$ cat src/timer_core_consts.svh
// Constants for the timer/PWM counter core.
`ifndef TIMER_CORE_CONSTS_SVH
`define TIMER_CORE_CONSTS_SVH
`define ADDR_CTRL_STATUS 3'h0
`define ADDR_COUNT_HI 3'h1
`define ADDR_COUNT_LO 3'h2
`define ADDR_MOD_HI 3'h3
`define ADDR_MOD_LO 3'h4
`define ADDR_CHAN_CTRL 3'h5
`define BIT_OVF 7
`define BIT_OVF_IE 6
`define BIT_CENTER_ALIGNED_PWM 5
`define CLKS_HI 4
`define CLKS_LO 3
`define PS_HI 2
`define PS_LO 0
`define CLKS_NONE 2'h0
`define CLKS_BUS 2'h1
`define CLKS_FIXED 2'h2
`define CLKS_EXT 2'h3
`define CTRL_RESET 8'h00
`define COUNT_RESET 16'h0000
`define MOD_RESET 16'h0000
`define MOD_ALL_ONES 16'hffff
`define COUNT_ONE 16'h0001
`define PRE_ONE 7'h01
`define ELS_NONE 2'h0
`define CHAN_FLAG_BIT 7
`define CHAN_MODE_HI 3
`define CHAN_MODE_LO 2
`define CHAN_EDGE_HI 1
`define CHAN_EDGE_LO 0
`define EDGE_RISE_BIT 0
`define EDGE_FALL_BIT 1
`define MODE_CAPTURE 2'h0
`endif

$ cat src/timer_core_pkg.sv
// Types shared by the timer/PWM counter core.
package timer_core_pkg;
  typedef struct packed {
    logic [2:0] addr;
    logic [7:0] wdata;
    logic wr;
    logic rd;
  } reg_req_t;
  typedef struct packed {
    logic ovf;
    logic ovf_ie;
    logic center_aligned_pwm;
    logic [1:0] clks;
    logic [2:0] ps;
  } ctrl_t;
  typedef enum logic {
    ST_IDLE,
    ST_ARMED
  } clr_state_t;
endpackage : timer_core_pkg

$ cat src/timer_pwm_counter_core.sv
// Counter core of a 16-bit timer/PWM module with its control/status register.
// Register map, one byte per address:
// 0 control/status: [7] overflow flag, [6] overflow interrupt enable,
//   [5] center-aligned select, [4:3] clock source, [2:0] prescale.
// 1 counter high byte and 2 counter low byte; a write to either clears the count.
// 3 modulo high byte and 4 modulo low byte; the two bytes are held independently.
// 5 channel control: [7] channel flag, [3:2] mode, [1:0] edge/level.
// Addresses 6 and 7 read as zero and ignore writes.
//
// Timing:
// Every output is registered, so the counter copy lags the live count by a cycle.
// Read data stand for exactly one cycle after the read strobe and are zero otherwise.
// A pin clock is seen a few bus cycles late because of its synchroniser.
// Known limits: counter reads are not latched and modulo bytes are not buffered,
// so software must take care when it reads or changes a running 16-bit value.
//
// Added by the designer: the register offsets and the address-and-strobe port.
`include "timer_core_consts.svh"
`timescale 1ns/1ps
`default_nettype none
module timer_pwm_counter_core
  import timer_core_pkg::*;
#(
  parameter int CNT_W = 16
) (
  // Clock and reset.
  input wire logic clk,
  input wire logic sys_rst,
  // Register port.
  input wire logic [2:0] reg_addr,
  input wire logic [7:0] reg_wdata,
  input wire logic reg_wr,
  input wire logic reg_rd,
  output logic [7:0] reg_rdata,
  // Clock sources.
  input wire logic fixed_system_clock,
  input wire logic external_timer_clock,
  // Port logic and pin.
  input wire logic port_data,
  input wire logic port_dir,
  input wire logic channel_pin_in,
  output logic channel_pin_out,
  output logic channel_pin_oe,
  // Counter state and interrupts.
  output logic [CNT_W-1:0] counter_value,
  output logic overflow_irq,
  output logic channel_irq
);

  ////////////////////////////////////////////////////////////////////////////
  // Bus request and configuration.
  reg_req_t req;
  ctrl_t ctrl_q;
  clr_state_t clr_q;
  // Counter, modulo and prescaler state.
  logic [CNT_W-1:0] count_q;
  logic [CNT_W-1:0] modulo_q;
  logic down_q;
  logic [6:0] pre_q;
  // Clock synchronisers, three flops each.
  logic ext_s1_q, ext_s2_q, ext_s3_q;
  logic fix_s1_q, fix_s2_q, fix_s3_q;
  // Channel state.
  logic [3:0] chan_ctrl_q;
  logic chan_flag_q;
  logic pin_prev_q;
  // Internal strobes and levels.
  logic src_tick, count_tick, ovf_event, count_wr, ctrl_wr, pin_owned;
  logic capture_hit, pwm_level;
  logic [6:0] pre_mask;
  logic [CNT_W-1:0] mod_eff;

  assign req = '{addr: reg_addr, wdata: reg_wdata, wr: reg_wr, rd: reg_rd};

  // Mask of prescaler bits that must be all ones for a tick.
  function automatic logic [6:0] div_mask(input logic [2:0] ps);
    div_mask = 7'((8'h01 << ps) - 8'h01);
  endfunction : div_mask

  // True when the request writes the given address.
  function automatic logic hit(input reg_req_t r, input logic [2:0] a);
    hit = r.wr && (r.addr == a);
  endfunction : hit

  assign count_wr = hit(req, `ADDR_COUNT_HI) || hit(req, `ADDR_COUNT_LO);
  assign ctrl_wr = hit(req, `ADDR_CTRL_STATUS);

  ////////////////////////////////////////////////////////////////////////////
  // External and fixed clocks are synchronized; only stage two and three feed edge detection.
  // Stage three only delays stage two, so a rising edge becomes a one-cycle pulse.
  // A pin clock must stay below a quarter of the bus rate, or edges are lost
  // between two samples and the count falls behind.
  always_ff @(posedge clk or posedge sys_rst) begin
    if (sys_rst) begin
      ext_s1_q <= 1'b0;
      ext_s2_q <= 1'b0;
      ext_s3_q <= 1'b0;
      fix_s1_q <= 1'b0;
      fix_s2_q <= 1'b0;
      fix_s3_q <= 1'b0;
    end else begin
      ext_s1_q <= external_timer_clock;
      ext_s2_q <= ext_s1_q;
      ext_s3_q <= ext_s2_q;
      fix_s1_q <= fixed_system_clock;
      fix_s2_q <= fix_s1_q;
      fix_s3_q <= fix_s2_q;
    end
  end

  always_comb begin
    case (ctrl_q.clks)
      `CLKS_BUS: src_tick = 1'b1;
      `CLKS_FIXED: src_tick = fix_s2_q && !fix_s3_q;
      `CLKS_EXT: src_tick = ext_s2_q && !ext_s3_q;
      default: src_tick = 1'b0;
    endcase
  end

  ////////////////////////////////////////////////////////////////////////////
  // Prescaler sits after the source selection.
  // It advances once per source tick, and the counter moves when all low bits
  // picked by the divisor are ones, so the divisor is always a power of two.
  // A counter write or a stopped clock restarts it from zero.
  assign pre_mask = div_mask(ctrl_q.ps);
  assign count_tick = src_tick && ((pre_q & pre_mask) == pre_mask);

  always_ff @(posedge clk or posedge sys_rst) begin
    if (sys_rst) begin
      pre_q <= '0;
    end else if (count_wr || ctrl_q.clks == `CLKS_NONE) begin
      pre_q <= '0;
    end else if (src_tick) begin
      pre_q <= pre_q + `PRE_ONE;
    end
  end

  ////////////////////////////////////////////////////////////////////////////
  // Counter.
  // A modulo of zero acts as all ones, so both values give a free-running count.
  assign mod_eff = (modulo_q == `MOD_RESET) ? `MOD_ALL_ONES : modulo_q;

  // Overflow event: the wrap to zero when counting up, or the first step down
  // from the modulo value when center-aligned.
  always_comb begin
    ovf_event = 1'b0;
    if (count_tick && !count_wr) begin
      if (ctrl_q.center_aligned_pwm) begin
        ovf_event = !down_q && (count_q >= mod_eff);
      end else begin
        ovf_event = (count_q >= mod_eff);
      end
    end
  end

  // A counter write wins over a tick in the same cycle, so the count restarts at
  // zero whatever the data. In center-aligned mode the counter turns at the
  // modulo value and at zero; a count found above the modulo after a modulo
  // change turns down at once instead of running round the full range.
  always_ff @(posedge clk or posedge sys_rst) begin
    if (sys_rst) begin
      count_q <= `COUNT_RESET;
      down_q <= 1'b0;
    end else if (count_wr) begin
      count_q <= `COUNT_RESET;
      down_q <= 1'b0;
    end else if (count_tick) begin
      if (ctrl_q.center_aligned_pwm) begin
        if (!down_q && count_q >= mod_eff) begin
          down_q <= 1'b1;
          count_q <= count_q - `COUNT_ONE;
        end else if (down_q && count_q == `COUNT_RESET) begin
          down_q <= 1'b0;
          count_q <= `COUNT_ONE;
        end else if (down_q) begin
          count_q <= count_q - `COUNT_ONE;
        end else begin
          count_q <= count_q + `COUNT_ONE;
        end
      end else begin
        down_q <= 1'b0;
        count_q <= (count_q >= mod_eff) ? `COUNT_RESET : count_q + `COUNT_ONE;
      end
    end
  end

  ////////////////////////////////////////////////////////////////////////////
  // Control/status register. The flag is set by hardware and cleared only by
  // the read-then-write-zero sequence; a set in the same cycle as the clearing
  // write wins, so an overflow is never lost.
  always_ff @(posedge clk or posedge sys_rst) begin
    if (sys_rst) begin
      ctrl_q <= ctrl_t'(`CTRL_RESET);
    end else begin
      if (ctrl_wr) begin
        ctrl_q.ovf_ie <= req.wdata[`BIT_OVF_IE];
        ctrl_q.center_aligned_pwm <= req.wdata[`BIT_CENTER_ALIGNED_PWM];
        ctrl_q.clks <= req.wdata[`CLKS_HI:`CLKS_LO];
        ctrl_q.ps <= req.wdata[`PS_HI:`PS_LO];
      end
      if (ovf_event) begin
        ctrl_q.ovf <= 1'b1;
      end else if (ctrl_wr && clr_q == ST_ARMED && !req.wdata[`BIT_OVF]) begin
        ctrl_q.ovf <= 1'b0;
      end
    end
  end

  // Clear sequence: a status read with the flag set arms it, and any control
  // write or a fresh overflow disarms it again.
  always_ff @(posedge clk or posedge sys_rst) begin
    if (sys_rst) begin
      clr_q <= ST_IDLE;
    end else begin
      case (clr_q)
        ST_IDLE: begin
          if (req.rd && req.addr == `ADDR_CTRL_STATUS && ctrl_q.ovf && !ovf_event) begin
            clr_q <= ST_ARMED;
          end
        end
        ST_ARMED: begin
          if (ovf_event || ctrl_wr) begin
            clr_q <= ST_IDLE;
          end
        end
        default: clr_q <= ST_IDLE;
      endcase
    end
  end

  // Modulo bytes load straight from the bus. Changing them while the counter
  // runs may leave the count above the new value, so it wraps or turns down at once; software should clear the
  // counter first when the next overflow time matters.
  always_ff @(posedge clk or posedge sys_rst) begin
    if (sys_rst) begin
      modulo_q <= `MOD_RESET;
    end else if (hit(req, `ADDR_MOD_HI)) begin
      modulo_q[15:8] <= req.wdata;
    end else if (hit(req, `ADDR_MOD_LO)) begin
      modulo_q[7:0] <= req.wdata;
    end
  end

  ////////////////////////////////////////////////////////////////////////////
  // Minimal channel: [3:2] mode, [1:0] edge/level; flag sets on a capture edge unless center-aligned.
  // The pin belongs to the timer only while the module runs and the edge/level
  // field asks for a pin function; otherwise the port logic keeps it.
  // Capture edges are judged against the previous pin sample, which tracks the
  // pin even while the channel is idle, so no stale edge shows up later.
  assign pin_owned = (ctrl_q.clks != `CLKS_NONE) &&
                     (chan_ctrl_q[`CHAN_EDGE_HI:`CHAN_EDGE_LO] != `ELS_NONE);
  assign capture_hit = pin_owned && (chan_ctrl_q[`CHAN_MODE_HI:`CHAN_MODE_LO] == `MODE_CAPTURE) &&
                       !ctrl_q.center_aligned_pwm &&
                       ((chan_ctrl_q[`EDGE_RISE_BIT] && channel_pin_in && !pin_prev_q) ||
                        (chan_ctrl_q[`EDGE_FALL_BIT] && !channel_pin_in && pin_prev_q));
  assign pwm_level = chan_ctrl_q[`CHAN_MODE_HI] &&
                     ((count_q < modulo_q) ^ chan_ctrl_q[`EDGE_RISE_BIT]);

  always_ff @(posedge clk or posedge sys_rst) begin
    if (sys_rst) begin
      pin_prev_q <= 1'b0;
    end else begin
      pin_prev_q <= channel_pin_in;
    end
  end

  always_ff @(posedge clk or posedge sys_rst) begin
    if (sys_rst) begin
      chan_ctrl_q <= '0;
    end else if (hit(req, `ADDR_CHAN_CTRL)) begin
      chan_ctrl_q <= req.wdata[`CHAN_MODE_HI:`CHAN_EDGE_LO];
    end
  end

  // The channel flag follows the same rule as the overflow flag: set wins.
  always_ff @(posedge clk or posedge sys_rst) begin
    if (sys_rst) begin
      chan_flag_q <= 1'b0;
    end else if (capture_hit) begin
      chan_flag_q <= 1'b1;
    end else if (hit(req, `ADDR_CHAN_CTRL) && !req.wdata[`CHAN_FLAG_BIT]) begin
      chan_flag_q <= 1'b0;
    end
  end

  ////////////////////////////////////////////////////////////////////////////
  // Registered outputs.
  // Copy of the counter, one cycle behind the live count.
  always_ff @(posedge clk or posedge sys_rst) begin
    if (sys_rst) begin
      counter_value <= '0;
    end else begin
      counter_value <= count_q;
    end
  end

  // Interrupt levels, one per channel plus the overflow.
  always_ff @(posedge clk or posedge sys_rst) begin
    if (sys_rst) begin
      overflow_irq <= 1'b0;
      channel_irq <= 1'b0;
    end else begin
      overflow_irq <= ctrl_q.ovf && ctrl_q.ovf_ie;
      channel_irq <= chan_flag_q;
    end
  end

  // Pin drive. While the timer owns the pin the port settings are ignored;
  // otherwise the port logic drives it, which after reset means input only.
  always_ff @(posedge clk or posedge sys_rst) begin
    if (sys_rst) begin
      channel_pin_out <= 1'b0;
      channel_pin_oe <= 1'b0;
    end else if (pin_owned) begin
      channel_pin_oe <= chan_ctrl_q[`CHAN_MODE_HI];
      channel_pin_out <= pwm_level;
    end else begin
      channel_pin_oe <= port_dir;
      channel_pin_out <= port_data;
    end
  end

  // Read data stand for one cycle after the read strobe and are zero otherwise.
  // Reading never disturbs the count or any flag.
  always_ff @(posedge clk or posedge sys_rst) begin
    if (sys_rst) begin
      reg_rdata <= '0;
    end else begin
      reg_rdata <= '0;
      if (req.rd) begin
        if (req.addr == `ADDR_CTRL_STATUS) begin
          reg_rdata <= {ctrl_q.ovf, ctrl_q.ovf_ie, ctrl_q.center_aligned_pwm, ctrl_q.clks, ctrl_q.ps};
        end else if (req.addr == `ADDR_COUNT_HI) begin
          reg_rdata <= count_q[15:8];
        end else if (req.addr == `ADDR_COUNT_LO) begin
          reg_rdata <= count_q[7:0];
        end else if (req.addr == `ADDR_MOD_HI) begin
          reg_rdata <= modulo_q[15:8];
        end else if (req.addr == `ADDR_MOD_LO) begin
          reg_rdata <= modulo_q[7:0];
        end else if (req.addr == `ADDR_CHAN_CTRL) begin
          reg_rdata <= {chan_flag_q, 3'h0, chan_ctrl_q};
        end
      end
    end
  end

endmodule : timer_pwm_counter_core
`default_nettype wire
$ cat config.mk
export PLATFORM = sky130hd
export DESIGN_NAME = timer_pwm_counter_core
export DESIGN_NICKNAME = d
export VERILOG_FILES = /design/src/timer_core_pkg.sv /design/src/timer_pwm_counter_core.sv
export VERILOG_INCLUDE_DIRS = /design/src
export SDC_FILE = /design/constraint.sdc
export NUM_CORES = 1
export LEC_CHECK = 0
export ABC_CLOCK_PERIOD_IN_PS = 8200
export BUFFER_PORTS_ARGS = -buffer_cell sky130_fd_sc_hd__buf_2
export CORE_UTILIZATION = 61
export CTS_CLUSTER_DIAMETER = 30
export DETAILED_ROUTE_END_ITERATION = 6
export GPL_ROUTABILITY_DRIVEN = 0
export PLACE_DENSITY = 0.86
export SKIP_LAST_GASP = 1
export SLEW_MARGIN = 10
export SYNTH_ARGS = -nofsm -noshare
export SYNTH_HDL_FRONTEND = slang
export SYNTH_SLANG_ARGS = --single-unit
$ cat constraint.sdc
create_clock -name clk -period 8.2 [get_ports clk]
set_input_delay 0.82 -clock clk [delete_from_list [all_inputs] [get_ports clk]]
set_output_delay 0.82 -clock clk [all_outputs]
set_load 0.01 [all_outputs]
==> impl_summary.log <==
[metrics] status: complete, no violations
[metrics] H-tree levels: 3
[metrics] maximum clock insertion buffer count: 2
[metrics] root buffer cell: sky130_fd_sc_hd__clkbuf_8
[metrics] number of flops mapped to enable cells by yosys: 0
[metrics] fraction of registers with async set/reset: 100%
[metrics] drt pass-1 iters: 6
[metrics] mean routed wirelength per cell: approximately 20 um
[metrics] Final Hold Violating Endpoints: 0
[metrics] Die Footprint: between 9000 and 10000 um2
[metrics] Worst-Margin Slew: 1160 ps
[metrics] GRT Util Overall: 32.0%
[metrics] MaxCap Viol Count: 0
[metrics] Cell Count, Final, Fillers Out: ~720
[metrics] data required time at the worst endpoint: between 8000 and 9000 ps
[metrics] Resize count post-CTS: 0
[metrics] GRT Residual Overflow: 0
[metrics] Layout Area Growth over Synthesis: 8.00%
[metrics] utilization after layout: 68.2%
[metrics] share of post-route cells with drive strength above 1: 17.4%
[metrics] maximum operating frequency: 250 MHz
[metrics] Critical Path Source Type: register
[metrics] number of fill cells: 627
[metrics] Core Box Area: 8760 um2
[metrics] effective utilization at floorplan: between 60% and 70%
[metrics] via count of the first global-routing pass: 4756
[metrics] pin count of the biggest net entering global routing: 90
[metrics] Max Clock Skew: 11.9 ps
[metrics] max-slew violation count: 0
[metrics] final routed wirelength across all metal layers: 14500 um
[metrics] DRC: 0
[metrics] total power after layout: 1990 uW
[metrics] Via Count: 4861
[metrics] flip-flop and latch count after synthesis: 89
[metrics] number of cell rows: 34
[metrics] cts bufs inserted: 9
[metrics] final setup TNS: 0 ps
[metrics] Data arrival, critical path: 4280 ps
[metrics] width of the chip: 97.3 um
[metrics] average via count per standard cell: 6.76
[metrics] min cycle time layout: 4010 ps
[metrics] total power per unit cell area: between 300 and 400 nW/um2
[metrics] sink count of the clock tree: a little under 90
[metrics] category of the critical setup timing path: reg2reg
[metrics] number of endpoints failing setup at the final stage: 0
[metrics] number of buffers inserted by hold repair at cts: 0
[metrics] path category of the worst min-delay check: reg2reg
[metrics] capturing element type of the critical path: register
[metrics] Initial DRC Count: 605
[metrics] standby leakage power: roughly 0.0027 uW
[metrics] total number of nets in the final design: 659
[metrics] post-CTS repair timing setup buffer count: 0
[metrics] port bufs: 47
[metrics] post-synthesis sequential area ratio: 40.2%
[metrics] peak supply drop: around 0.00014 V
[metrics] post-synth net total: 632
[metrics] io pins: 48
[metrics] Placed Instances: 702
[metrics] antenna violations before repair: 2
[metrics] Avg Cell Area, Syn: 9.58 um2
[metrics] antenna-violating nets left: 0
[metrics] Cells after Synth: 578
[metrics] Die Y: a little under 100 um
[metrics] TritonCTS clock tree: done
[metrics] number of distinct library cells after synthesis: 68
[metrics] Final period util: 48.8%
[metrics] netlist area before placement: 5540 um2
[metrics] worst-case headroom to the max-slew limit: between 20% and 30%
[metrics] leading register cell type out of synthesis: sky130_fd_sc_hd__dfrtp_1
[metrics] setup repair after global routing missed its margin: false
[metrics] top fanout value on the critical path: 16
[metrics] clock-pin slew of the registers on the worst-case setup and hold paths: 100 ps
[metrics] post-DP HPWL: approximately 10000 um
[metrics] latest clock arrival within the worst-skew pair: around 390 ps
[metrics] global-route wire length before repair: between 20000 and 25000 um
[metrics] Synthesis Warnings: 0
sequential cells by signal, summed over array words and instances (netlist names), 4 cells and up:
signal and cells:
pre_q 7, chan_ctrl_q 4, counter_value 16, count_q 16
modulo_q 16, ctrl_q 8, reg_rdata 8
stage by stage:
stage / cell area (um2) / hold slack [ps] / setup WS [ps]
after CTS: 5970 / 357 / 4300
final: 5980 / 356 / 4190
after detailed placement: 5770 / 335 / 4320
after floorplan: 5540 / 331 / 4650
after global routing: 5980 / 380 / 4000
after global placement: 5770 / 332 / 4490
cell usage after synthesis (4+ instances only):
| cell type | n | area share [%] |
|---|---|---|
| sky130_fd_sc_hd__a2111oi_0 | 4 | 0.63 |
| sky130_fd_sc_hd__a211oi_1 | 6 | 0.81 |
| sky130_fd_sc_hd__a21boi_0 | 4 | 0.54 |
| sky130_fd_sc_hd__a21o_1 | 9 | 1.2 |
| sky130_fd_sc_hd__a21oi_1 | 19 | 1.7 |
| sky130_fd_sc_hd__a221oi_1 | 4 | 0.63 |
| sky130_fd_sc_hd__a22oi_1 | 8 | 1.1 |
| sky130_fd_sc_hd__a31oi_1 | 7 | 0.79 |
| sky130_fd_sc_hd__and2_1 | 12 | 1.4 |
| sky130_fd_sc_hd__and3_1 | 4 | 0.45 |
| sky130_fd_sc_hd__and4_1 | 4 | 0.63 |
| sky130_fd_sc_hd__buf_2 | 5 | 0.45 |
| sky130_fd_sc_hd__buf_6 | 4 | 0.81 |
| sky130_fd_sc_hd__clkbuf_1 | 25 | 1.7 |
| sky130_fd_sc_hd__dfrtp_1 | 89 | 40 |
| sky130_fd_sc_hd__ha_1 | 34 | 7.7 |
| sky130_fd_sc_hd__inv_1 | 23 | 1.6 |
| sky130_fd_sc_hd__mux2_2 | 23 | 4.7 |
| sky130_fd_sc_hd__mux2i_1 | 7 | 1.3 |
| sky130_fd_sc_hd__nand2_1 | 48 | 3.3 |
| sky130_fd_sc_hd__nand2b_1 | 8 | 0.90 |
| sky130_fd_sc_hd__nand3_1 | 13 | 1.2 |
| sky130_fd_sc_hd__nand4_1 | 12 | 1.4 |
| sky130_fd_sc_hd__nor2_1 | 49 | 3.3 |
| sky130_fd_sc_hd__nor2b_1 | 6 | 0.68 |
| sky130_fd_sc_hd__nor3_1 | 9 | 0.81 |
| sky130_fd_sc_hd__nor4_1 | 6 | 0.68 |
| sky130_fd_sc_hd__o211ai_1 | 7 | 0.95 |
| sky130_fd_sc_hd__o21ai_0 | 34 | 3.1 |
| sky130_fd_sc_hd__o22ai_1 | 7 | 0.79 |
| sky130_fd_sc_hd__o31ai_1 | 4 | 0.54 |
| sky130_fd_sc_hd__or3_1 | 4 | 0.45 |
| sky130_fd_sc_hd__xnor2_1 | 14 | 2.2 |
| sky130_fd_sc_hd__xor2_1 | 13 | 2.1 |
cells by family after synthesis:
family,after synthesis,share of synthesized area [%]
mux,33,7.16
compound gates,146,18.4
buf+inv,57,4.52
flops,89,40.2
simple gates,192,17.8
fa+ha+maj,34,7.68
xor+xnor,27,4.27
cell usage in the layout, fill, tap and decap left out, types with 6 or more instances in the layout:
cell                       synthesis  routed
sky130_fd_sc_hd__a22oi_1           8       8
sky130_fd_sc_hd__a21oi_1          19      19
sky130_fd_sc_hd__dfrtp_1          89      89
sky130_fd_sc_hd__mux2i_1           7       7
sky130_fd_sc_hd__inv_1            23      22
sky130_fd_sc_hd__and2_1           12      12
sky130_fd_sc_hd__nand2_1          48      48
sky130_fd_sc_hd__mux2_2           23      23
sky130_fd_sc_hd__xor2_1           13      13
sky130_fd_sc_hd__nor2_1           49      49
sky130_fd_sc_hd__xnor2_1          14      14
sky130_fd_sc_hd__o22ai_1           7       7
sky130_fd_sc_hd__ha_1             34      34
sky130_fd_sc_hd__nand3_1          13      13
sky130_fd_sc_hd__o211ai_1          7       7
sky130_fd_sc_hd__nor4_1            6       6
sky130_fd_sc_hd__a31oi_1           7       7
sky130_fd_sc_hd__a211oi_1          6       6
sky130_fd_sc_hd__buf_2             5      47
sky130_fd_sc_hd__nor3_1            9       9
sky130_fd_sc_hd__nand4_1          12      12
sky130_fd_sc_hd__o21ai_0          34      34
sky130_fd_sc_hd__a21o_1            9       9
sky130_fd_sc_hd__clkbuf_8          0       9
sky130_fd_sc_hd__nand2b_1          8       8
sky130_fd_sc_hd__nor2b_1           6       6
power breakdown:
part | internal (uW) | switching (uW)
clock | 146 | 182
combinational | 387 | 509
sequential | 549 | 217
total | 1080 | 909
per-layer routing:
metal / routed length, um / GRT usage (%) / share of wire [%] / up-vias
met5: 12 / 0 / 0.083 / -
met4: 690 / 19.3 / 4.8 / 2
met3: 1600 / 6.55 / 11 / 76
met2: 6700 / 49.7 / 46 / 341
met1: 5520 / 41.3 / 38 / 2276
li1: - / - / - / 2166
final cells by class:
type / instances / area [um2] / area share [%]
diodes: 1 / 2.50 / 0.0418
clock buffers: 9 / 124 / 2.07
clock inverters: 7 / 82.6 / 1.38
inverters: 23 / 87.6 / 1.46
multi-input cells: 432 / 3060 / 51.2
flip-flops and latches: 89 / 2230 / 37.2
well taps: 108 / 135 / 2.26
repair buffers: 50 / 262 / 4.37
critical path, cell delays in order, from the launching register on:
cell                       delay [ps]
sky130_fd_sc_hd__dfrtp_1          450
sky130_fd_sc_hd__nor4_1           380
sky130_fd_sc_hd__and4_1           560
sky130_fd_sc_hd__nor2_1           100
sky130_fd_sc_hd__ha_1             320
sky130_fd_sc_hd__a21o_1           190
sky130_fd_sc_hd__a221o_1          360
sky130_fd_sc_hd__a221oi_4         370
sky130_fd_sc_hd__o21a_2           370
sky130_fd_sc_hd__a21oi_2          150
sky130_fd_sc_hd__a221o_1          390
sky130_fd_sc_hd__a32o_1           260
final timing paths:
| path | startpoint | endpoint | slack [ps] | depth (start not counted) |
|---|---|---|---|---|
| max in group asynchronous | sys_rst | count_q[2] | 7030 | 3 |
| max | modulo_q[12] | count_q[4] | 4190 | 11 |
| min in group asynchronous | sys_rst | reg_rdata[3] | 640 | 3 |
| max reg2reg | modulo_q[12] | count_q[4] | 4190 | 11 |
| min reg2reg | fix_s1_q | fix_s2_q | 360 | 0 |
| min | fix_s1_q | fix_s2_q | 360 | 0 |
Power figures use the tool's default switching activity.
